<file path="src/hdl/nand_prot_regs.vh">
`ifndef NAND_PROT_REGS_VH
`define NAND_PROT_REGS_VH

// Serial command opcodes
`define OP_SET_FEATURE  8'h1F
`define OP_PROG_EXEC    8'h10
`define OP_BLOCK_ERASE  8'hD8
`define OP_PAGE_READ    8'h13
`define OP_DEEP_SLEEP   8'hB9
`define OP_WAKE         8'hAB
`define OP_SOFT_RESET   8'hFF
`define OP_RESET_ARM    8'h66
`define OP_RESET_FIRE   8'h99

// Feature addresses
`define FA_PROTECT      8'hA0
`define FA_CONFIG       8'hB0

// Protection feature byte layout
`define PROT_CMP_BIT    1
`define PROT_INV_BIT    2
`define PROT_BP_LO      3
`define PROT_BP_HI      5
`define PROT_GATE_BIT   7

// Configuration feature byte layout
`define CFG_QE_BIT      0
`define CFG_ECC_BIT     4
`define CFG_LOCK_BIT    7

// Power-on values
`define BP_RESET        3'h7
`define INV_RESET       1'h0
`define CMP_RESET       1'h0
`define GATE_RESET      1'h0
`define QE_RESET        1'h0
`define ECC_RESET       1'h1
`define PIN_IDLE        4'hA

// Frame lengths in serial clock edges
`define CMD_BITS        6'h08
`define FEAT_BITS       6'h18
`define ADDR_BITS       6'h20
`define OPC_LAST_BIT    6'h07
`define BITCNT_MAX      6'h3F

// Row space and protection spans
`define ROW_W           18
`define ROW_SPAN        19'h40000
`define SPAN_1_64       19'h01000
`define BLOCK0_ROWS     19'h00040
`define BP_NONE         3'h0
`define BP_HALF         3'h6
`define BP_ALL          3'h7

// Cache parity byte range
`define PARITY_FIRST    12'h840
`define PARITY_LAST     12'h87F

// Correction outcome codes
`define ECC_CLEAN       2'h0
`define ECC_FIXED       2'h1
`define ECC_FAILED      2'h2
`define ECC_FIXED_MAX   2'h3
`define ECC_LIMIT       4'h8
`define ECC_FEW         4'h4

// Array operation codes and timer width
`define ARR_READ        2'h0
`define ARR_PROG        2'h1
`define ARR_ERASE       2'h2
`define ARR_RESET       2'h3
`define TIMER_W         20

`endif

</file>
<file path="src/hdl/sync2.v">
`timescale 1ns/10ps
module sync2 #(
  parameter WIDTH = 1,
  parameter [WIDTH-1:0] RESET_VAL = {WIDTH{1'b0}}
) (
  input  wire             mclk,
  input  wire             rst,
  input  wire [WIDTH-1:0] din,
  output reg  [WIDTH-1:0] dout
);

  reg [WIDTH-1:0] stage1;

  // Two-stage synchroniser; resets to the idle pin levels so no false edge follows reset
  always @(posedge mclk) begin
    if (rst) begin
      stage1 <= RESET_VAL;
      dout   <= RESET_VAL;
    end else begin
      stage1 <= din;
      dout   <= stage1;
    end
  end

endmodule // sync2

</file>
<file path="src/hdl/prot_range_decode.v">
`timescale 1ns/10ps
`include "nand_prot_regs.vh"
module prot_range_decode (
  input  wire [2:0]        level,
  input  wire              rangeFlip,
  input  wire              rangeComplement,
  input  wire [`ROW_W-1:0] row,
  output reg               locked
);

  wire [18:0] rowX  = {1'b0, row};
  wire [2:0]  shAmt = level - 3'h1;
  wire [18:0] span  = `SPAN_1_64 << shAmt;   // 1/64 doubled per level
  wire [18:0] rest  = `ROW_SPAN - span;
  wire        half  = (level == `BP_HALF);

  // Row against decoded range; levels 0 and 7 ignore flip and complement
  always @* begin
    case (level)
      `BP_NONE: locked = 1'b0;
      `BP_ALL:  locked = 1'b1;
      default: begin
        case ({rangeComplement, rangeFlip})
          2'b00:   locked = (rowX >= rest);
          2'b01:   locked = (rowX < span);
          2'b10:   locked = half ? (rowX < `BLOCK0_ROWS) : (rowX < rest);
          default: locked = half ? (rowX < `BLOCK0_ROWS) : (rowX >= span);
        endcase
      end
    endcase
  end

endmodule // prot_range_decode

</file>
<file path="src/hdl/nand_block_lock_ecc_powerdown.v">
`timescale 1ns/10ps
`include "nand_prot_regs.vh"
module nand_block_lock_ecc_powerdown #(
  parameter CLK_NS         = 20,
  parameter SLEEP_ENTRY_NS = 3000,
  parameter SLEEP_EXIT_NS  = 20000,
  parameter [`TIMER_W-1:0] READ_CYCLES  = 20'h004E2,
  parameter [`TIMER_W-1:0] PROG_CYCLES  = 20'h07530,
  parameter [`TIMER_W-1:0] ERASE_CYCLES = 20'h249F0,
  parameter [`TIMER_W-1:0] RESET_CYCLES = 20'h000FA
) (
  input  wire              mclk,
  input  wire              rst,
  input  wire              sck,
  input  wire              csN,
  input  wire              mosi,
  input  wire              wpN,
  input  wire              cacheWrEn,
  input  wire [11:0]       cacheWrAddr,
  input  wire [3:0]        eccErrCount,
  output wire              cacheWrAllow,
  output reg               arrayStart,
  output reg  [1:0]        arrayOp,
  output reg  [`ROW_W-1:0] arrayRow,
  output reg               eccParityGen,
  output reg               eccCheckStart,
  output reg               operationBusyFlag,
  output reg               eraseFail,
  output reg               programFail,
  output reg  [1:0]        eccStatus,
  output reg  [1:0]        eccStatusDetail,
  output reg  [2:0]        protectLevel,
  output reg               protectRangeFlip,
  output reg               protectRangeComplement,
  output reg               protectPinGateEnable,
  output reg               protectionLockdown,
  output reg               quadIoEnable,
  output reg               eccEnable,
  output reg               deepSleepActive,
  output reg               wakeInProgress
);

  // Sleep delays in cycles; least times round up
  localparam integer        ENTRY_RAW = (SLEEP_ENTRY_NS + CLK_NS - 1) / CLK_NS;
  localparam integer        EXIT_RAW  = (SLEEP_EXIT_NS + CLK_NS - 1) / CLK_NS;
  localparam [`TIMER_W-1:0] ENTRY_CNT = ENTRY_RAW[`TIMER_W-1:0];
  localparam [`TIMER_W-1:0] EXIT_CNT  = EXIT_RAW[`TIMER_W-1:0];

  // Power states
  localparam [1:0] PWR_ACTIVE = 2'b00;
  localparam [1:0] PWR_ENTER  = 2'b01;
  localparam [1:0] PWR_SLEEP  = 2'b10;
  localparam [1:0] PWR_WAKE   = 2'b11;

  wire [3:0]          pinSync;
  wire                sckS = pinSync[0];
  wire                csS  = pinSync[1];
  wire                mosiS = pinSync[2];
  wire                wpS  = pinSync[3];
  reg                 sckLast;
  reg                 csLast;
  reg  [5:0]          bitCount;
  reg  [31:0]         shifter;
  reg  [7:0]          opcode;
  reg                 resetArmed;
  reg  [1:0]          pwrState;
  reg  [`TIMER_W-1:0] pwrTimer;
  reg  [`TIMER_W-1:0] opTimer;
  reg  [1:0]          curOp;
  wire                rowLocked;
  wire [3:0]          detailFull = eccErrCount - `ECC_FEW;

  // Pins cross into the mclk domain before anything looks at them
  sync2 #(
    .WIDTH     (4),
    .RESET_VAL (`PIN_IDLE)
  ) pinSyncer (
    .mclk (mclk),
    .rst  (rst),
    .din  ({wpN, mosi, csN, sck}),
    .dout (pinSync)
  );

  // Edge finding on the synchronised serial clock and chip select
  wire sckRise = sckS & ~sckLast;
  wire csRise  = csS & ~csLast;
  wire csFall  = ~csS & csLast;

  always @(posedge mclk) begin
    if (rst) begin
      sckLast <= 1'b0;
      csLast  <= 1'b1;
    end else begin
      sckLast <= sckS;
      csLast  <= csS;
    end
  end

  // Frame shifter; count saturates so long bursts never alias a short frame
  always @(posedge mclk) begin
    if (rst) begin
      bitCount <= 6'h00;
      shifter  <= 32'h00000000;
      opcode   <= 8'h00;
    end else if (csFall) begin
      bitCount <= 6'h00;
    end else if (~csS & sckRise) begin
      shifter <= {shifter[30:0], mosiS};
      if (bitCount != `BITCNT_MAX)
        bitCount <= bitCount + 6'h01;
      if (bitCount == `OPC_LAST_BIT)
        opcode <= {shifter[6:0], mosiS};
    end
  end

  // Frame fields, valid at the rising chip select that ends the frame
  wire [7:0]        featAddr = shifter[15:8];
  wire [7:0]        featData = shifter[7:0];
  wire [`ROW_W-1:0] rowIn    = shifter[`ROW_W-1:0];
  wire              byteCmd  = csRise & (bitCount == `CMD_BITS);
  wire              featCmd  = csRise & (bitCount == `FEAT_BITS) &
                               (opcode == `OP_SET_FEATURE);
  wire              addrCmd  = csRise & (bitCount == `ADDR_BITS);
  wire              active   = (pwrState == PWR_ACTIVE);
  wire              inSleep  = (pwrState == PWR_SLEEP);

  // Reset commands are honoured both awake and asleep
  wire softReset = byteCmd & (active | inSleep) & (opcode == `OP_SOFT_RESET);
  wire podReset  = byteCmd & (active | inSleep) & resetArmed &
                   (opcode == `OP_RESET_FIRE);
  wire anyReset  = softReset | podReset;

  // Array commands need an awake, idle device
  wire progCmd  = addrCmd & active & ~operationBusyFlag & (opcode == `OP_PROG_EXEC);
  wire eraseCmd = addrCmd & active & ~operationBusyFlag & (opcode == `OP_BLOCK_ERASE);
  wire readCmd  = addrCmd & active & ~operationBusyFlag & (opcode == `OP_PAGE_READ);
  wire sleepCmd = byteCmd & active & ~operationBusyFlag &
                  (opcode == `OP_DEEP_SLEEP);
  wire wakeCmd  = byteCmd & inSleep & ~operationBusyFlag & (opcode == `OP_WAKE);

  // Protection bits are frozen against feature writes by lockdown, or by the gated pin while quad I/O is off
  wire pinGuard  = protectPinGateEnable & ~wpS & ~quadIoEnable;
  wire protBlock = protectionLockdown | pinGuard;
  wire protWrite = featCmd & active & (featAddr == `FA_PROTECT) & ~protBlock;
  wire cfgWrite  = featCmd & active & (featAddr == `FA_CONFIG);

  // Locked range check against the row of the incoming frame
  prot_range_decode rangeCheck (
    .level           (protectLevel),
    .rangeFlip       (protectRangeFlip),
    .rangeComplement (protectRangeComplement),
    .row             (rowIn),
    .locked          (rowLocked)
  );

  // Parity bytes stay read-only while correction is on
  wire parityHit = (cacheWrAddr >= `PARITY_FIRST) & (cacheWrAddr <= `PARITY_LAST);
  assign cacheWrAllow = cacheWrEn & ~(eccEnable & parityHit);

  // Reset arming for the 66h/99h pair; any other complete frame disarms
  always @(posedge mclk) begin
    if (rst)
      resetArmed <= 1'b0;
    else if (csRise & (bitCount != 6'h00))
      resetArmed <= byteCmd & (active | inSleep) & (opcode == `OP_RESET_ARM);
  end

  // Protection feature byte
  always @(posedge mclk) begin
    if (rst) begin
      protectLevel           <= `BP_RESET;
      protectRangeFlip       <= `INV_RESET;
      protectRangeComplement <= `CMP_RESET;
      protectPinGateEnable   <= `GATE_RESET;
    end else if (podReset) begin
      protectLevel           <= `BP_RESET;
      protectRangeFlip       <= `INV_RESET;
      protectRangeComplement <= `CMP_RESET;
      protectPinGateEnable   <= `GATE_RESET;
    end else if (protWrite) begin
      protectLevel           <= featData[`PROT_BP_HI:`PROT_BP_LO];
      protectRangeFlip       <= featData[`PROT_INV_BIT];
      protectRangeComplement <= featData[`PROT_CMP_BIT];
      protectPinGateEnable   <= featData[`PROT_GATE_BIT];
    end
  end

  // Configuration byte; lockdown only ever sets, so only rst clears it
  always @(posedge mclk) begin
    if (rst) begin
      quadIoEnable       <= `QE_RESET;
      eccEnable          <= `ECC_RESET;
      protectionLockdown <= 1'b0;
    end else if (podReset) begin
      quadIoEnable <= `QE_RESET;
      eccEnable    <= `ECC_RESET;
    end else if (cfgWrite) begin
      quadIoEnable       <= featData[`CFG_QE_BIT];
      eccEnable          <= featData[`CFG_ECC_BIT];
      protectionLockdown <= protectionLockdown | featData[`CFG_LOCK_BIT];
    end
  end

  // Array sequencer: start pulse, busy flag and duration timer
  always @(posedge mclk) begin
    if (rst) begin
      arrayStart        <= 1'b0;
      arrayOp           <= `ARR_READ;
      arrayRow          <= {`ROW_W{1'b0}};
      curOp             <= `ARR_READ;
      opTimer           <= {`TIMER_W{1'b0}};
      operationBusyFlag <= 1'b0;
      eccParityGen      <= 1'b0;
      eccCheckStart     <= 1'b0;
    end else begin
      arrayStart    <= 1'b0;
      eccParityGen  <= 1'b0;
      eccCheckStart <= 1'b0;
      if (anyReset) begin
        // A reset restarts the timer even over a running cycle
        arrayStart        <= 1'b1;
        arrayOp           <= `ARR_RESET;
        curOp             <= `ARR_RESET;
        opTimer           <= RESET_CYCLES;
        operationBusyFlag <= 1'b1;
      end else if ((progCmd | eraseCmd) & ~rowLocked) begin
        arrayStart        <= 1'b1;
        arrayOp           <= progCmd ? `ARR_PROG : `ARR_ERASE;
        curOp             <= progCmd ? `ARR_PROG : `ARR_ERASE;
        arrayRow          <= rowIn;
        opTimer           <= progCmd ? PROG_CYCLES : ERASE_CYCLES;
        operationBusyFlag <= 1'b1;
        eccParityGen      <= progCmd & eccEnable;
      end else if (readCmd) begin
        arrayStart        <= 1'b1;
        arrayOp           <= `ARR_READ;
        curOp             <= `ARR_READ;
        arrayRow          <= rowIn;
        opTimer           <= READ_CYCLES;
        operationBusyFlag <= 1'b1;
      end else if (operationBusyFlag) begin
        if (opTimer <= 20'h00001) begin
          operationBusyFlag <= 1'b0;
          eccCheckStart     <= (curOp == `ARR_READ) & eccEnable;
        end else begin
          opTimer <= opTimer - 20'h00001;
        end
      end
      // Locked targets fall through above: busy stays low, no start
    end
  end

  // Erase fail updates on the next erase frame, program fail on the next program frame
  always @(posedge mclk) begin
    if (rst) begin
      eraseFail   <= 1'b0;
      programFail <= 1'b0;
    end else begin
      if (eraseCmd)
        eraseFail <= rowLocked;
      if (progCmd)
        programFail <= rowLocked;
    end
  end

  // Correction outcome, latched when the read cycle finishes
  always @(posedge mclk) begin
    if (rst) begin
      eccStatus       <= `ECC_CLEAN;
      eccStatusDetail <= 2'h0;
    end else if (operationBusyFlag & (opTimer <= 20'h00001) & ~anyReset &
                 (curOp == `ARR_READ)) begin
      eccStatusDetail <= 2'h0;
      if (~eccEnable || eccErrCount == 4'h0) begin
        eccStatus <= `ECC_CLEAN;
      end else if (eccErrCount > `ECC_LIMIT) begin
        eccStatus <= `ECC_FAILED;
      end else if (eccErrCount == `ECC_LIMIT) begin
        eccStatus <= `ECC_FIXED_MAX;
      end else begin
        eccStatus <= `ECC_FIXED;
        if (eccErrCount > `ECC_FEW)
          eccStatusDetail <= detailFull[1:0];                            // 5..7 map to 1..3
      end
    end
  end

  // Power state: entry delay after chip select, exit delay after wake
  always @(posedge mclk) begin
    if (rst) begin
      pwrState        <= PWR_ACTIVE;
      pwrTimer        <= {`TIMER_W{1'b0}};
      deepSleepActive <= 1'b0;
      wakeInProgress  <= 1'b0;
    end else begin
      case (pwrState)
        PWR_ACTIVE: begin
          if (sleepCmd) begin
            pwrState <= PWR_ENTER;
            pwrTimer <= ENTRY_CNT;
          end
        end
        PWR_ENTER: begin
          // Frames during the entry delay are not decoded
          if (pwrTimer <= 20'h00001) begin
            pwrState        <= PWR_SLEEP;
            deepSleepActive <= 1'b1;
          end else begin
            pwrTimer <= pwrTimer - 20'h00001;
          end
        end
        PWR_SLEEP: begin
          if (anyReset) begin
            pwrState        <= PWR_ACTIVE;
            deepSleepActive <= 1'b0;
          end else if (wakeCmd) begin
            pwrState       <= PWR_WAKE;
            pwrTimer       <= EXIT_CNT;
            wakeInProgress <= 1'b1;
          end
        end
        PWR_WAKE: begin
          // Host keeps chip select high here; frames are dropped
          if (pwrTimer <= 20'h00001) begin
            pwrState        <= PWR_ACTIVE;
            deepSleepActive <= 1'b0;
            wakeInProgress  <= 1'b0;
          end else begin
            pwrTimer <= pwrTimer - 20'h00001;
          end
        end
        default: begin
          pwrState        <= PWR_ACTIVE;
          deepSleepActive <= 1'b0;
          wakeInProgress  <= 1'b0;
        end
      endcase
    end
  end

endmodule // nand_block_lock_ecc_powerdown

</file>
<file path="config.mk">
export PLATFORM = sky130hd
export DESIGN_NAME = nand_block_lock_ecc_powerdown
export DESIGN_NICKNAME = d
export VERILOG_FILES = /design/src/hdl/sync2.v /design/src/hdl/prot_range_decode.v /design/src/hdl/nand_block_lock_ecc_powerdown.v
export VERILOG_INCLUDE_DIRS = /design/src /design/src/hdl
export SDC_FILE = /design/constraint.sdc
export NUM_CORES = 1
export LEC_CHECK = 0
export ABC_CLOCK_PERIOD_IN_PS = 4800
export BUFFER_PORTS_ARGS = -buffer_cell sky130_fd_sc_hd__buf_4
export CAP_MARGIN = 25
export CELL_PAD_IN_SITES_DETAIL_PLACEMENT = 1
export CELL_PAD_IN_SITES_GLOBAL_PLACEMENT = 1
export CORE_AREA = 2 2 99 149
export DETAILED_ROUTE_END_ITERATION = 10
export DIE_AREA = 0 0 101 151
export PLACE_DENSITY_LB_ADDON = 0.1
export SETUP_SLACK_MARGIN = 0.05
export SLEW_MARGIN = 10
export SYNTH_ARGS = -nofsm -noshare
export SYNTH_HDL_FRONTEND = slang
export SYNTH_SLANG_ARGS = --single-unit
</file>
<file path="constraint.sdc">
create_clock -name mclk -period 4.8 [get_ports mclk]
set_input_delay 0.96 -clock mclk [delete_from_list [all_inputs] [get_ports mclk]]
set_output_delay 0.96 -clock mclk [all_outputs]
set_load 0.05 [all_outputs]
</file>
# == After elaboration in Yosys (flattened, before gate mapping) ==
# Cells that the tools add are included.
# op_classes
add_sub_neg,6
magnitude_cmp,11
n_eq_ne,34
shift,1
mux,49
bitwise,60
reduce_logical,30
# ops
operator,n
two-way mux 20 bit,8
one-hot mux 20 bit (3 select lines),1
equality test 8 bit (second input constant),7
two-way mux 18 bit,3
AND 1 bit,40
<= comparator 20 x 1 -> 1 bit (second input constant),2
subtractor 20 x 1 -> 20 bit (second input constant),2
>= comparator 18 x 19 -> 1 bit,2
less-than comparator 18 x 19 -> 1 bit,2
two-way mux 2 bit,16
equality test 8 x 5 -> 1 bit (second input constant),3
<< shifter 13 x 3 -> 19 bit (first input constant),1
subtractor 19 bit (first input constant),1
less-than comparator 18 x 7 -> 1 bit (second input constant),1
AND reduction 4 bit,4
two-way mux 1 bit,15
inverter 1 bit,15
>= comparator 12 bit (second input constant),1
<= comparator 12 bit (second input constant),1
AND reduction 2 bit,6
nonzero test 3 bit,3
equality test 8 x 7 -> 1 bit (second input constant),1
two-way mux 8 bit,1
inequality test 2 bit (second input constant),4
other kinds (33),51
# totals
register_bits,126
word_cells,222

# == Logic depth before layout (Yosys ltp) ==
# depth
word_depth,11
mapped_depth,19
depth_no_buf,16

# == Cells and area by module ==
# A second synthesis with hierarchy kept.
# hier_totals
hier_cells,791
area_unflattened_um2,6462.4
# by_module_without_submodules
module,instances,cells_per_inst,area_per_inst_um2,seq_area_each_um2
nand_block_lock_ecc_powerdown,1,702,5714.2,2362.3
prot_range_decode,1,73,538.0,0.0
sync2,1,16,210.2,160.2

# == Worst setup path after synthesis ==
# Ideal clock, no wire load.
# synth_timing
path_type,register to register
from,register protectLevel[1]
to,register opTimer[9]
setup_time_ns,0.071
arrival_time_ns,4.760
slack_ns,-0.030
stages_incl_launch_ff,19
n_path_buf,2
period_less_slack_ns,4.830
cell_sequence,dfxtp_1 -> clkbuf_1 -> nor2_1 -> ha_1 -> buf_2 -> or3b_2 -> ha_1 -> nor2b_1 -> nand2_1 -> xor2_1 -> ha_1 -> a21o_1 -> a211o_1 -> o22ai_1 -> nor4_1 -> o32ai_4 -> a21oi_2 -> or4_1 -> a21oi_1
# synth_via
elab_chain_len,11
elab_cells_between_ends,20
cone_classes,add/sub: 2; order compare: 4; eq/ne: 3; shift: 1; mux: 5; bitwise: 2; reduce/logical: 3
# synth_rtl
element,line_no,text
from (decl),nand_block_lock_ecc_powerdown.v:32,"output reg [2:0] protectLevel,"
from (signal assigned),nand_block_lock_ecc_powerdown.v:171,protectLevel <= `BP_RESET;
from (signal assigned),nand_block_lock_ecc_powerdown.v:176,protectLevel <= `BP_RESET;
from (signal assigned),nand_block_lock_ecc_powerdown.v:181,protectLevel <= featData[`PROT_BP_HI:`PROT_BP_LO];
subtractor 3 x 1 -> 3 bit,prot_range_decode.v:12,wire [2:0] shAmt = level - 3'h1;
<< shifter 13 x 3 -> 19 bit (no source line),--,
subtractor 19 bit (no source line),--,
less-than comparator 18 x 19 -> 1 bit,prot_range_decode.v:26,2'b10: locked = half ? (rowX < `BLOCK0_ROWS) : (rowX < rest);
two-way mux 1 bit,prot_range_decode.v:26,
one-hot mux 1 bit (3 select lines),prot_range_decode.v:23,"case ({rangeComplement, rangeFlip})"
one-hot mux 1 bit (2 select lines) *,prot_range_decode.v:19,case (level)
inverter 1 bit *,nand_block_lock_ecc_powerdown.v:226,end else if ((progCmd | eraseCmd) & ~rowLocked) begin
AND 1 bit *,nand_block_lock_ecc_powerdown.v:226,
inequality test 3 bit (no source line) / nonzero test 3 bit (equally long branches),--,
AND reduction 2 bit (no source line),--,
to (signal assigned),nand_block_lock_ecc_powerdown.v:211,opTimer <= {`TIMER_W{1'b0}};
to (signal assigned),nand_block_lock_ecc_powerdown.v:231,opTimer <= progCmd ? PROG_CYCLES : ERASE_CYCLES;
to (signal assigned),nand_block_lock_ecc_powerdown.v:246,opTimer <= opTimer - 20'h00001;
to (decl),nand_block_lock_ecc_powerdown.v:68,reg [`TIMER_W-1:0] opTimer;
# Every way passes the cells marked *; elsewhere a longest branch is shown, timed or not.
# A chain may end at the register's enable or synchronous reset.

# == Worst setup path after layout ==
# Ends and elaborated chain as after synthesis.

==> flow_metrics.tcl <==
set metrics [dict create \
    status "completed" \
    ios 65 \
    async_reset_ff_share_pct 0 \
    synth_cell_types 68 \
    drc 0 \
    post-cts-setup-buffers 0 \
    post-route-period-util_pct 92.7 \
    synth_flop_cell "dfxtp_1" \
    synth-edff-count 0 \
    hold_slack_ns 0.413 \
    cts.htree.levels 4 \
    final_cell_mix "128 x nand2_1, 125 x dfxtp_1, 92 x nor2_1" \
    power_frac_comb_pct 1.7 \
    path_clk_slew_ns 0.06 \
    swShare_pct 23.6 \
    holdBufCountCts 0 \
    cts.sinks 126 \
    clkPwrFrac_pct 53.6 \
    setup_tns_ns 0 \
    port-buffer-count 58 \
    maxCapViolations 0 \
    synth_fa_ha_area_share_pct 3.91 \
    die-area_um2 15300 \
    end_kind "flop" \
    fp.coreArea_um2 13900 \
    yosysWarningCount 0 \
    syn2layout_area_growth_pct 19.5 \
    yosys.area_share.simple_pct 28.7 \
    muxShareOfSynthArea_pct 3.38 \
    grt-ovfl-total 0 \
    crit_path_end "opTimer[9]" \
    ant_nets 0 \
    rows 53 \
    worstPathArrival_ns 4.78 \
    intPower_mw 1.79 \
    skew_ns 0.0136 \
    layout_commonest_cell "nand2_1" \
    cts-root-buf "clkbuf_16" \
    gr-max-usage-layer "met2" \
    syn_avg_cell_area_um2 8.14 \
    gp_congestion 0.835 \
    drtIter0Drc 220 \
    rr_startpoint "protectLevel[1]" \
    p_per_area_nw_per_um2 324 \
    rsz0062_at_grt "false" \
    slew_viol_final 0 \
    fin_cells 984 \
    utilization_pct 52.1 \
    tritoncts "done" \
    grt_max_degree 93 \
    use_met2_pct 46.2 \
    cts_buffers 17 \
    dp_hpwl_mm 12.5 \
    yosysSeqAreaShare_pct 41.5 \
    synth_top_family_by_area "simple AND/OR/NAND/NOR gates" \
    route.vias.total 5634 \
    grt_usage_pct 24.0 \
    drive_gt1_share_pct 15.6 \
    grt_pass1_wl_mm 29.0 \
    antenna_found_initial 0 \
    critPathRequiredTime_ns 5.13 \
    fp.dieW_um 101 \
    post_drt_wl_per_cell_um 17.8 \
    finalNetCount 848 \
    cts_resized 0 \
    power.leakage_nw 2.89 \
    viasPerCell 5.73 \
    irDropWorstVdd_mv 0.173 \
    finalSetupViolCount 0 \
    reg2reg_depth 16 \
    drt_pre_antenna_iters 4 \
    clock.fmax_ghz 0.225 \
    grt.met1_usage_pct 25.7 \
    netlist_area_um2 6070 \
    hp-class "flop to flop" \
    grt_use_met3_pct 4.06 \
    crit_fanout 16 \
    synth_compound_area_share_pct 15.3 \
    cts.path.max_buffers 2 \
    synth_xor_area_share_pct 4.33 \
    pwr-share-seq_pct 44.7 \
    cp-startpoint "protectLevel[1]" \
    routed_wl_mm 17.5 \
    power.switching_mw 0.556 \
    regToRegSetupSlack_ns 0.35 \
    rr_endpoint "opTimer[9]" \
    relSlewSlack_pct 35.0 \
    first_global_vias 5949 \
    die_y_um 151 \
    start_util_pct 43.6 \
    crit_type "flop to flop" \
    finalHoldViolations 0 \
    synthCells 746 \
    ys_ff_latch 126 \
    worstMarginPinSlew_ns 0.967 \
    worstSetupStartpointType "flop" \
    place_inst 952 \
    clock_latency_ns 0.42 \
    synth_fp_nets 788 \
    min_period_ns 4.45 \
    diodes 0 \
]
critical path: stages (launching register included):
cell     delay, ns
dfxtp_2       0.49
nor2_1        0.11
ha_1          0.30
or3b_2        0.47
ha_1          0.24
nor2b_1       0.17
nand2_1       0.09
xor2_1        0.16
ha_1          0.27
a21o_1        0.16
a211o_1       0.29
o22ai_1       0.22
nor4_1        0.15
o32ai_4       0.45
a21oi_2       0.11
or4_1         0.49
a21oi_1       0.19
sequential cells by signal, indices dropped and copies added (netlist names), 2 cells and up:
signal,count
pwrTimer,20
curOp,2
arrayRow,18
pwrState,2
bitCount,6
pinSyncer.stage1,4
protectLevel,3
shifter,18
eccStatusDetail,2
pinSyncer.dout,4
opTimer,20
opcode,8
eccStatus,2
cells by family after synthesis:
logic type                 Yosys count
xor gates and xnor gates            30
and+or+nand+nor                    363
buffers and inverters               41
AOI/OAI and AO/OA                  147
muxes                               20
DFF                                126
adders and majority gates           19
how the worst min path moves through the flow:
stage,to,cells past startpoint,startpoint
6_report,pinSyncer.dout[3],1,pinSyncer.stage1[3]
5_1_grt,pinSyncer.dout[3],1,pinSyncer.stage1[3]
4_1_cts,pinSyncer.dout[3],1,pinSyncer.stage1[3]
3_5_place_dp,pinSyncer.dout[3],1,pinSyncer.stage1[3]
3_3_place_gp,pinSyncer.dout[1],1,pinSyncer.stage1[1]
2_1_floorplan,pinSyncer.dout[1],1,pinSyncer.stage1[1]
power groups by stage:
stage	registers, mW	logic [mW]	clock network, mW
after global routing	1.05	0.0445	1.33
after CTS	1.05	0.0408	1.28
after global placement	1.07	0.0400	0
final	1.05	0.0403	1.26
after detailed placement	1.07	0.0406	0
after floorplan	1.07	0.0240	0
stage by stage:
| step | worst slack (ns) | total power, mW | area (µm²) |
|---|---|---|---|
| after floorplan | 0.0835 | 1.10 | 6070 |
| after global placement | 0.519 | 1.11 | 6680 |
| after detailed placement | 0.410 | 1.11 | 6680 |
| after CTS | 0.352 | 2.37 | 7260 |
| after global routing | 0.104 | 2.43 | 7260 |
| final | 0.349 | 2.35 | 7260 |
metal layers:
metal,share of wire (%),vias up,routed length [µm]
met4,1.9,0,332
met2,56,84,9810
li1,-,2754,-
met1,39,2770,6880
met5,0,-,0
met3,2.6,26,456
synth_stat cells (3+ instances only):
cell,number,area [µm²]
xor2_1,11,96.3
or3b_2,3,26.3
a21oi_1,68,340
o21ai_0,24,120
and4_1,3,26.3
a22oi_1,4,30.0
or3_1,5,31.3
ha_1,19,238
inv_1,14,52.6
nor2b_1,11,68.8
mux2i_1,18,180
nand4_1,6,37.5
o21a_1,3,22.5
nand3_1,24,120
clkbuf_1,19,71.3
nor2_1,92,345
and3_1,6,37.5
o22ai_1,3,18.8
dfxtp_1,126,2520
nand4b_1,4,35.0
xnor2_1,19,166
a211oi_1,6,45.0
o21ai_1,3,15.0
a31oi_1,4,25.0
buf_2,5,25.0
nor4_1,15,93.8
nor3_1,26,130
or2_2,8,50.1
a21o_1,4,30.0
or4_1,7,52.6
nor3b_1,5,37.5
nand2b_1,7,43.8
nand2_1,128,480
layout make-up:
| type | instances | area [µm²] |
|---|---|---|
| fill | 1710 | 6670 |
| multi-input combinational | 579 | 3380 |
| sequential | 126 | 2520 |
| timing repair buffer | 68 | 523 |
| clock buffer | 17 | 425 |
| tap | 165 | 206 |
| clock inverter | 15 | 150 |
| inverter | 14 | 52.6 |
Note: power is estimated with default switching activity, not from simulation.
